## src/verilog/sfd_pkg.sv

```systemverilog
// Shared constants for the supply fault detector channel.
// Assumes a 20 MHz system clock and a byte-wide register port.
package sfd_pkg;
  // Register offsets of the channel's primary detector
  localparam logic [7:0] SFD_OFS_OV_TH  = 8'h08;
  localparam logic [7:0] SFD_OFS_OV_HY  = 8'h09;
  localparam logic [7:0] SFD_OFS_UV_TH  = 8'h0a;
  localparam logic [7:0] SFD_OFS_UV_HY  = 8'h0b;
  localparam logic [7:0] SFD_OFS_CFG    = 8'h0c;
  localparam logic [7:0] SFD_OFS_SEL    = 8'h0d;
  // Lent detector bank and dual-function mode register
  localparam logic [7:0] SFD_OFS_AUX    = 8'h30;
  localparam logic [7:0] SFD_OFS_MODE   = 8'h36;
  localparam int         SFD_NREG       = 6;
  localparam int         SFD_NDET       = 2;

  // Writable masks; other bits read as zero
  localparam logic [7:0] SFD_MSK_TH     = 8'hff;
  localparam logic [7:0] SFD_MSK_HY     = 8'h1f;
  localparam logic [7:0] SFD_MSK_CFG    = 8'h1f;
  localparam logic [7:0] SFD_MSK_SEL    = 8'h03;
  localparam logic [7:0] SFD_MSK_MODE   = 8'h01;

  // Field positions
  localparam int SFD_HY_HI   = 4;
  localparam int SFD_GF_HI   = 4;
  localparam int SFD_GF_LO   = 2;
  localparam int SFD_FLT_HI  = 1;
  localparam int SFD_SEL_HI  = 1;

  // Reset values: detector off until configured
  localparam logic [7:0] SFD_RST_ZERO   = 8'h00;
  localparam logic [7:0] SFD_RST_CFG    = 8'h03;

  typedef enum logic [1:0] {
    SFD_FLT_OV  = 2'b00,
    SFD_FLT_WIN = 2'b01,
    SFD_FLT_UV  = 2'b10,
    SFD_FLT_OFF = 2'b11
  } sfd_kind_t;

  typedef enum logic [1:0] {
    SFD_RNG_MID  = 2'b00,
    SFD_RNG_LOW  = 2'b01,
    SFD_RNG_ULOW = 2'b10
  } sfd_range_t;

  // Glitch filter delays in microseconds and cycles at 20 MHz
  localparam int SFD_CLK_KHZ = 20000;
  localparam int SFD_CNT_W   = 12;
  localparam int SFD_GF_US [8] = '{0, 5, 10, 20, 30, 50, 75, 100};
  function automatic logic [SFD_CNT_W-1:0] sfd_gf_cycles(input logic [2:0] sel);
    sfd_gf_cycles = SFD_CNT_W'((SFD_GF_US[sel] * SFD_CLK_KHZ) / 1000);
  endfunction : sfd_gf_cycles
endpackage : sfd_pkg

```

## src/verilog/sfd_det_if.sv

```systemverilog
// Carrier between the register file and one detector.
// Assumes both ends run on the same clock.
interface sfd_det_if;
  import sfd_pkg::*;
  logic [7:0] ov_th;
  logic [4:0] ov_hy;
  logic [7:0] uv_th;
  logic [4:0] uv_hy;
  logic [2:0] gf_sel;
  sfd_kind_t  kind;
  logic [7:0] code;
  logic       fault;
  modport ctrl (output ov_th, ov_hy, uv_th, uv_hy, gf_sel, kind, code, input fault);
  modport det  (input ov_th, ov_hy, uv_th, uv_hy, gf_sel, kind, code, output fault);
endinterface : sfd_det_if

```

## src/verilog/sfd_top.sv

```systemverilog
// Supply fault detector channel: registers, primary and lent detector.
// Assumes an SMBus slave front end delivers decoded byte reads and writes.
module sfd_top
  import sfd_pkg::*;
// How it works
// - Each detector keeps its own 8-bit over and under thresholds compared directly to the code.
// - While over is flagged the over threshold drops by its 5-bit hysteresis.
// - While under is flagged the under threshold rises by its 5-bit hysteresis.
// - A glitch filter of 0 to 100 us, picked by bits 4:2, delays every fault change.
// - Bits 1:0 of the config select over, window, under or off.
// - Bits 1:0 of the range register pick mid, low or ultralow range.
// - The dual-function input is either an analog detector or a logic input.
// - In logic mode the pin is synchronised and shown as a level.
// - In logic mode its detector watches the partner dedicated input instead.
// - The lent detector then serves as an alarm beside the primary fault, with own settings.
// - All registers are read and written through the SMBus register port.
(
  input  wire logic       sys_clk,
  input  wire logic       nrst,
  input  wire logic       clk_en,
  input  wire logic [7:0] reg_addr,
  input  wire logic [7:0] reg_wdata,
  input  wire logic       reg_wr,
  input  wire logic       reg_rd,
  output logic      [7:0] reg_rdata,
  input  wire logic [7:0] dedicated_supply_input_a,
  input  wire logic [7:0] dual_function_input_a,
  input  wire logic       dual_function_level_a,
  output logic      [1:0] primary_range,
  output logic      [1:0] aux_range,
  output logic            logic_mode,
  output logic            logic_level,
  output logic            fault_out,
  output logic            alarm_out
);
  logic [7:0] regs_r [SFD_NDET][SFD_NREG];
  logic [7:0] mode_r;
  logic [7:0] rdata_r;
  logic [7:0] prim_s1_r;
  logic [7:0] prim_s2_r;
  logic [7:0] dual_s1_r;
  logic [7:0] dual_s2_r;
  logic       lvl_s1_r;
  logic       lvl_s2_r;
  logic       lvl_r;
  logic [1:0] prng_r;
  logic [1:0] arng_r;
  logic       flt_r;
  logic       alm_r;
  logic [7:0] mask   [SFD_NREG];
  logic [7:0] rsel   [SFD_NDET];
  logic       hit    [SFD_NDET];
  logic [2:0] idx    [SFD_NDET];
  logic       fault  [SFD_NDET];
  logic       mode_hit;
  logic       is_logic;
  logic [7:0] rd_nxt;

  assign mask[0] = SFD_MSK_TH;
  assign mask[1] = SFD_MSK_HY;
  assign mask[2] = SFD_MSK_TH;
  assign mask[3] = SFD_MSK_HY;
  assign mask[4] = SFD_MSK_CFG;
  assign mask[5] = SFD_MSK_SEL;
  assign mode_hit = (reg_addr == SFD_OFS_MODE);
  assign is_logic = mode_r[0];

  // Two-flop synchronisers for the front-end codes and the logic pin
  always_ff @(posedge sys_clk or negedge nrst) begin
    if (!nrst) begin
      prim_s1_r <= SFD_RST_ZERO;
      prim_s2_r <= SFD_RST_ZERO;
      dual_s1_r <= SFD_RST_ZERO;
      dual_s2_r <= SFD_RST_ZERO;
      lvl_s1_r  <= 1'b0;
      lvl_s2_r  <= 1'b0;
    end else if (clk_en) begin
      prim_s1_r <= dedicated_supply_input_a;
      prim_s2_r <= prim_s1_r;
      dual_s1_r <= dual_function_input_a;
      dual_s2_r <= dual_s1_r;
      lvl_s1_r  <= dual_function_level_a;
      lvl_s2_r  <= lvl_s1_r;
    end
  end

  // Per-detector register bank, decode and detector instance
  genvar d;
  generate
    for (d = 0; d < SFD_NDET; d++) begin : g_det
      logic [7:0] base;
      logic [7:0] off;
      sfd_det_if  dif ();

      assign base   = (d == 0) ? SFD_OFS_OV_TH : SFD_OFS_AUX;
      assign off    = reg_addr - base;
      assign hit[d] = (reg_addr >= base) && (off < 8'(SFD_NREG));
      assign idx[d] = off[2:0];
      assign rsel[d] = hit[d] ? regs_r[d][idx[d]] : SFD_RST_ZERO;

      // Config fields feed the detector directly
      assign dif.ov_th  = regs_r[d][0];
      assign dif.ov_hy  = regs_r[d][1][SFD_HY_HI:0];
      assign dif.uv_th  = regs_r[d][2];
      assign dif.uv_hy  = regs_r[d][3][SFD_HY_HI:0];
      assign dif.gf_sel = regs_r[d][4][SFD_GF_HI:SFD_GF_LO];
      assign dif.kind   = sfd_kind_t'(regs_r[d][4][SFD_FLT_HI:0]);
      // Lent detector watches the partner input in logic mode
      assign dif.code   = (d == 0) ? prim_s2_r :
                          (is_logic ? prim_s2_r : dual_s2_r);
      assign fault[d]   = dif.fault;

      sfd_det u_det (
        .sys_clk (sys_clk),
        .nrst    (nrst),
        .clk_en  (clk_en),
        .dif     (dif)
      );

      // Register writes keep only usable bits
      for (genvar r = 0; r < SFD_NREG; r++) begin : g_reg
        always_ff @(posedge sys_clk or negedge nrst) begin
          if (!nrst) begin
            regs_r[d][r] <= (r == 4) ? SFD_RST_CFG : SFD_RST_ZERO;
          end else if (clk_en && reg_wr && hit[d] && idx[d] == 3'(r)) begin
            regs_r[d][r] <= reg_wdata & mask[r];
          end
        end
      end
    end
  endgenerate

  // Mode register for the dual-function input
  always_ff @(posedge sys_clk or negedge nrst) begin
    if (!nrst) begin
      mode_r <= SFD_RST_ZERO;
    end else if (clk_en && reg_wr && mode_hit) begin
      mode_r <= reg_wdata & SFD_MSK_MODE;
    end
  end

  // Read mux; unmapped addresses return zero
  assign rd_nxt = hit[0] ? rsel[0] :
                  hit[1] ? rsel[1] :
                  mode_hit ? mode_r : SFD_RST_ZERO;

  // Registered outputs
  always_ff @(posedge sys_clk or negedge nrst) begin
    if (!nrst) begin
      rdata_r <= SFD_RST_ZERO;
      lvl_r   <= 1'b0;
      prng_r  <= SFD_RNG_MID;
      arng_r  <= SFD_RNG_MID;
      flt_r   <= 1'b0;
      alm_r   <= 1'b0;
    end else if (clk_en) begin
      if (reg_rd) begin
        rdata_r <= rd_nxt;
      end
      lvl_r  <= is_logic & lvl_s2_r;
      prng_r <= regs_r[0][5][SFD_SEL_HI] ? SFD_RNG_ULOW : regs_r[0][5][1:0];
      arng_r <= regs_r[1][5][SFD_SEL_HI] ? SFD_RNG_ULOW : regs_r[1][5][1:0];
      flt_r  <= fault[0];
      alm_r  <= fault[1];
    end
  end

  assign reg_rdata     = rdata_r;
  assign primary_range = prng_r;
  assign aux_range     = arng_r;
  assign logic_mode    = mode_r[0];
  assign logic_level   = lvl_r;
  assign fault_out     = flt_r;
  assign alarm_out     = alm_r;
endmodule : sfd_top

```

## src/verilog/sfd_det.sv

```systemverilog
// One threshold detector with hysteresis, fault kind select and glitch filter.
// Assumes its sample code is already synchronised to sys_clk.
module sfd_det
  import sfd_pkg::*;
(
  input wire logic sys_clk,
  input wire logic nrst,
  input wire logic clk_en,
  sfd_det_if.det   dif
);
  logic                 ov_r;
  logic                 uv_r;
  logic                 flt_r;
  logic [SFD_CNT_W-1:0] cnt_r;
  logic [8:0]           ov_eff;
  logic [8:0]           uv_eff;
  logic                 ov_nxt;
  logic                 uv_nxt;
  logic                 raw;
  logic [SFD_CNT_W-1:0] limit;

  // Effective thresholds, 9 bits wide; an over threshold below zero keeps over set
  assign ov_eff = ov_r ? ({1'b0, dif.ov_th} - {4'h0, dif.ov_hy}) : {1'b0, dif.ov_th};
  assign uv_eff = uv_r ? ({1'b0, dif.uv_th} + {4'h0, dif.uv_hy}) : {1'b0, dif.uv_th};
  assign ov_nxt = ov_eff[8] ? 1'b1 : ({1'b0, dif.code} > ov_eff);
  assign uv_nxt = ({1'b0, dif.code} < uv_eff);

  // Fault kind selection
  assign raw = (dif.kind == SFD_FLT_OV)  ? ov_r :
               (dif.kind == SFD_FLT_WIN) ? (ov_r | uv_r) :
               (dif.kind == SFD_FLT_UV)  ? uv_r : 1'b0;
  assign limit = sfd_gf_cycles(dif.gf_sel);
  assign dif.fault = flt_r;

  // Comparator state holds the hysteresis
  always_ff @(posedge sys_clk or negedge nrst) begin
    if (!nrst) begin
      ov_r <= 1'b0;
      uv_r <= 1'b0;
    end else if (clk_en) begin
      ov_r <= ov_nxt;
      uv_r <= uv_nxt;
    end
  end

  // Output follows raw only after it held for the selected delay
  always_ff @(posedge sys_clk or negedge nrst) begin
    if (!nrst) begin
      cnt_r <= '0;
      flt_r <= 1'b0;
    end else if (clk_en) begin
      if (raw == flt_r) begin
        cnt_r <= '0;
      end else if (cnt_r >= limit) begin
        flt_r <= raw;
        cnt_r <= '0;
      end else begin
        cnt_r <= cnt_r + 1'b1;
      end
    end
  end
endmodule : sfd_det

```

## config.mk

```make
export PLATFORM = sky130hd
export DESIGN_NAME = sfd_top
export DESIGN_NICKNAME = d
export VERILOG_FILES = /design/src/verilog/sfd_pkg.sv /design/src/verilog/sfd_det_if.sv /design/src/verilog/sfd_top.sv /design/src/verilog/sfd_det.sv
export SDC_FILE = /design/constraint.sdc
export NUM_CORES = 1
export LEC_CHECK = 0
export ABC_AREA = 1
export CAP_MARGIN = 0
export CORE_MARGIN = 2
export CORE_UTILIZATION = 60
export DETAILED_ROUTE_END_ITERATION = 6
export DONT_BUFFER_PORTS = 1
export PLACE_DENSITY_LB_ADDON = 0.3
export SETUP_SLACK_MARGIN = 0.5
export SKIP_LAST_GASP = 1
export SYNTH_ARGS = -nofsm -noshare
export SYNTH_HDL_FRONTEND = slang
export SYNTH_HIERARCHICAL = 1
export SYNTH_SLANG_ARGS = --single-unit
```

## constraint.sdc

```tcl
create_clock -name sys_clk -period 12.9 [get_ports sys_clk]
set_input_delay 1.935 -clock sys_clk [delete_from_list [all_inputs] [get_ports sys_clk]]
set_output_delay 1.935 -clock sys_clk [all_outputs]
set_load 0.01 [all_outputs]
```

==> metrics.md <==
| Metric | Value |
|---|---|
| H-tree Lvls | 4 |
| Placed Cells | ~3,300 |
| Commonest non-fill, non-tap cell in the layout | nand2_1 |
| Crit path launch type | flip-flop |
| Register area | between 3000 and 4000 um2 |
| RSZ-0062 raised after global routing | yes |
| Overflow after GRT | 0 |
| Layout Utilization | 65.86% |
| Row cnt | 64 |
| Number of diodes | 0 |
| Worst Setup End Kind | flip-flop |
| Core region area | around 31,000 um2 |
| Sw Pwr | between 900 and 1000 uW |
| Hold buffer count at CTS | 0 |
| HP Class | flip-flop to flip-flop |
| PortBufs | 0 |
| ANT nets after route | 0 |
| Non-Filler Instances | about 3,400 |
| Vias per cell | roughly 5.7 |
| Placed wire-length estimate | between 40 and 50 mm |
| Routed wire length | approximately 53 mm |
| WP data arrival | between 10 and 15 ns |
| Final slew viol count | 0 |
| Multi-input logic area | roughly 14,000 um2 |
| First drt pass iteration count | 7 |
| Mapped cell area | between 15,000 and 20,000 um2 |
| Slowest-stage cell, CP | fa_1 |
| Final Setup Violations | 0 |
| Failing checks | DRC |
| Final hold violation count | 0 |
| Yosys cell types | 74 |
| Largest net degree at the start of global routing | roughly 150 |
| CTS tree | built |
| Commonest non-fill, non-tap cells in the layout | nand2_1, inv_1, nand3_1, nor2_1, ha_1 |
| Io pins | 54 |
| Top-area cell type share of the netlist area | between 10% and 20% |
| DRC | 7 |
| NumNets Final | 3,200 |
| DIE AREA | around 33,000 um2 |
| Slew @ Worst Pin | around 1.1 ns |
| HP Start | dual_s1_r[5]$_DFFE_PN0P_ |
| Clock latency on the worst-skew pair | between 0.4 and 0.5 ns |
| Seq/Total Area, Yosys | between 15 and 20% |
| Period utilization | ~90% |
| #FFs+latches synth | 146 |
| Min Clock Period, post-route | 11.59 ns |
| Setup TNS | 0 ns |
| DR iter-0 viols | around 1,600 |
| Top post-synthesis cells by area | nand2_1, dfrtp_1, ha_1 |
| Crit path kind | flip-flop to flip-flop |
| Worst path most repeated cell | nand2_1 |
| Initial antenna violation count | 0 |
| Achievable Freq | between 0.08 and 0.09 GHz |
| Setup crit start | g_det[0].dif.gf_sel[0]$_DFFE_PN0P_ |
| Max Buffers Root-to-Sink | 2 |
| CP max FO | 11 |
| Mapped Cells | roughly 3,000 |
| CTS Buf Count | 17 |
| Worst EP required | 13.23 ns |
| Power per cell area | between 100 and 150 nW/um2 |
| Syn_area_per_cell | around 6.4 um2 |
| Leakage | ~0.012 uW |
| WL per Instance | 15.79 um |
| Number of global-route vias before repair | about 18,000 |
| Sink Count | between 100 and 150 |
| Max IR drop VDD | 0.1418 mV |
| Synth Warn # | 6 |
| Number of filler cells placed in the layout | 2,703 |
| Post-synth EDFFs | 0 |
| Share of flip-flops with an asynchronous set or reset | 100.0% |
| Comb pwr share | about 50% |
| GRT Resource Usage Total | approximately a third |
| Root buffer cell | clkbuf_16 |
| Net Sw Frac | between 40% and 50% |
| Clk_skew | between 0.007 and 0.008 ns |
| Global-route wire length before repair | around 87 mm |
| Total number of vias | about 19,000 |
| RD Place Congestion | 0.9737 |
| Slew headroom | just under 30% |
| Status | finished with violations |
| Flop pwr share | between 20 and 25% |
| CP max stage delay | 0.54 ns |
| Primary FF master, synth | dfrtp_1 |
| Die width | 181.4 um |
| Int Power | 1177 uW |
| Initial Utilization | 61.26% |
| Worst-path clk slew | around 0.07 ns |
| Max_cap viols | 0 |
| Share of layout cells above drive strength 1 | between 10% and 20% |
| Die H | approximately 180 um |
| Clock power share | 24.1% |
| Yosys top cell by area | nand2_1 |
| Syn-to-layout area delta | 7.506% |
| Reg-to-reg startpoint | g_det[0].dif.gf_sel[0]$_DFFE_PN0P_ |
==> layout make-up <==
type	count	area share, %
multi-input combinational	2322	66.59
sequential	146	18.05
inverter	452	8.455
tap	396	2.440
clock buffer	21	2.219
timing repair buffer	41	1.504
clock inverter	11	0.7457
==> power groups by stage <==
stage / logic (uW) / clock network [uW] / registers [uW]
floorplan: 854 / 0 / 521
global placement: 1000 / 0 / 539
detailed placement: 1020 / 0 / 540
CTS: 1030 / 520 / 532
global route: 1240 / 542 / 537
finish: 1100 / 517 / 533
==> registers in the layout, indices dropped and copies added (netlist names), 4 cells and up <==
signal	cells
g_det.dif.kind	4
g_det.dif.ov_hy	10
g_det.dif.uv_th	16
g_det.dif.ov_th	16
prim_s1_r	8
g_det.dif.code	8
reg_rdata	8
dual_s1_r	8
dual_s2_r	8
regs_r	4
g_det.dif.uv_hy	10
g_det.dif.gf_sel	6
g_det.u_det/cnt_r	24
==> per-layer routing <==
layer  global-route usage (%)  wire length (um)
met5                        0                 0
met4                    11.51              1671
met3                    4.954              3414
met2                    54.15             25230
met1                    40.62             23180
==> metrics by stage <==
| step | total power (uW) | setup WS, ns | hold WS [ns] | instance area (um2) |
|---|---|---|---|---|
| after floorplan | 1375 | 2.253 | 0.4422 | 18890 |
| after global placement | 1543 | 0.7253 | 0.4586 | 19120 |
| after detailed placement | 1561 | 0.2907 | 0.4593 | 19120 |
| after CTS | 2082 | 0.5315 | 0.4749 | 19730 |
| after global routing | 2316 | 0.3106 | 0.4868 | 20300 |
| final | 2148 | 1.313 | 0.4720 | 20300 |
==> Yosys cell counts, types with 9 or more instances <==
cell type	count
nand2_1	961
inv_1	402
nand3_1	229
nor2_1	207
ha_1	167
dfrtp_1	142
o21ai_0	121
nand2_2	87
nand4_1	81
a21oi_1	71
xor2_1	59
inv_2	42
o21ai_1	39
nand2_4	28
clkbuf_1	27
nand3_2	24
nor2_2	23
nor3_1	20
xnor2_1	18
nor2_4	17
o21ai_2	16
fa_1	15
buf_6	13
nand3_4	9
nand3b_1	9
o211ai_1	9
==> worst max-delay path: cells and delay by family, from the launching register on <==
family          cells  cell delay, ns
simple gates       61            6.61
fa+ha+maj           9            2.59
buf+inv            11            1.00
compound gates      3            0.56
flops               1            0.48
xor+xnor            1            0.17
==> kinds of logic (layout without fill, tap and decap cells) <==
| family | Yosys count | after routing | share of synthesized area (%) |
|---|---|---|---|
| flip-flops | 146 | 146 | 19.37 |
| other | 1 | 2 | 0.01986 |
| XOR/XNOR | 77 | 77 | 3.571 |
| adder cells (fa/ha/maj) | 182 | 182 | 12.65 |
| multiplexers | 7 | 7 | 0.3710 |
| buffers and inverters | 503 | 525 | 10.72 |
| AND/OR/NAND/NOR | 1729 | 1733 | 43.09 |
| AO/OA/AOI/OAI | 321 | 321 | 10.20 |
==> worst paths after layout <==
path	end	slack, ns	depth (start not counted)
max in group asynchronous	g_det[0].dif.kind[1]$_DFFE_PN1P_	11.40	0
max reg2reg	g_det[0].u_det/dif.fault$_DFFE_PN0P_	1.31	85
max	g_det[0].u_det/dif.fault$_DFFE_PN0P_	1.31	85
min reg2reg	dual_s1_r[5]$_DFFE_PN0P_	0.47	2
min in group asynchronous	g_det[0].dif.code[1]$_DFFE_PN0P_	1.20	0
min	dual_s1_r[5]$_DFFE_PN0P_	0.47	2
==> timing repair <==
action / 4_1_cts / 5_1_grt
buffers inserted: 0 / 34
gates cloned: 0 / 4
setup endpoints to repair: 13 / 26
pin swaps: 0 / 22
gates resized for setup: 3 / 73
(Power assumes the default switching activity.)
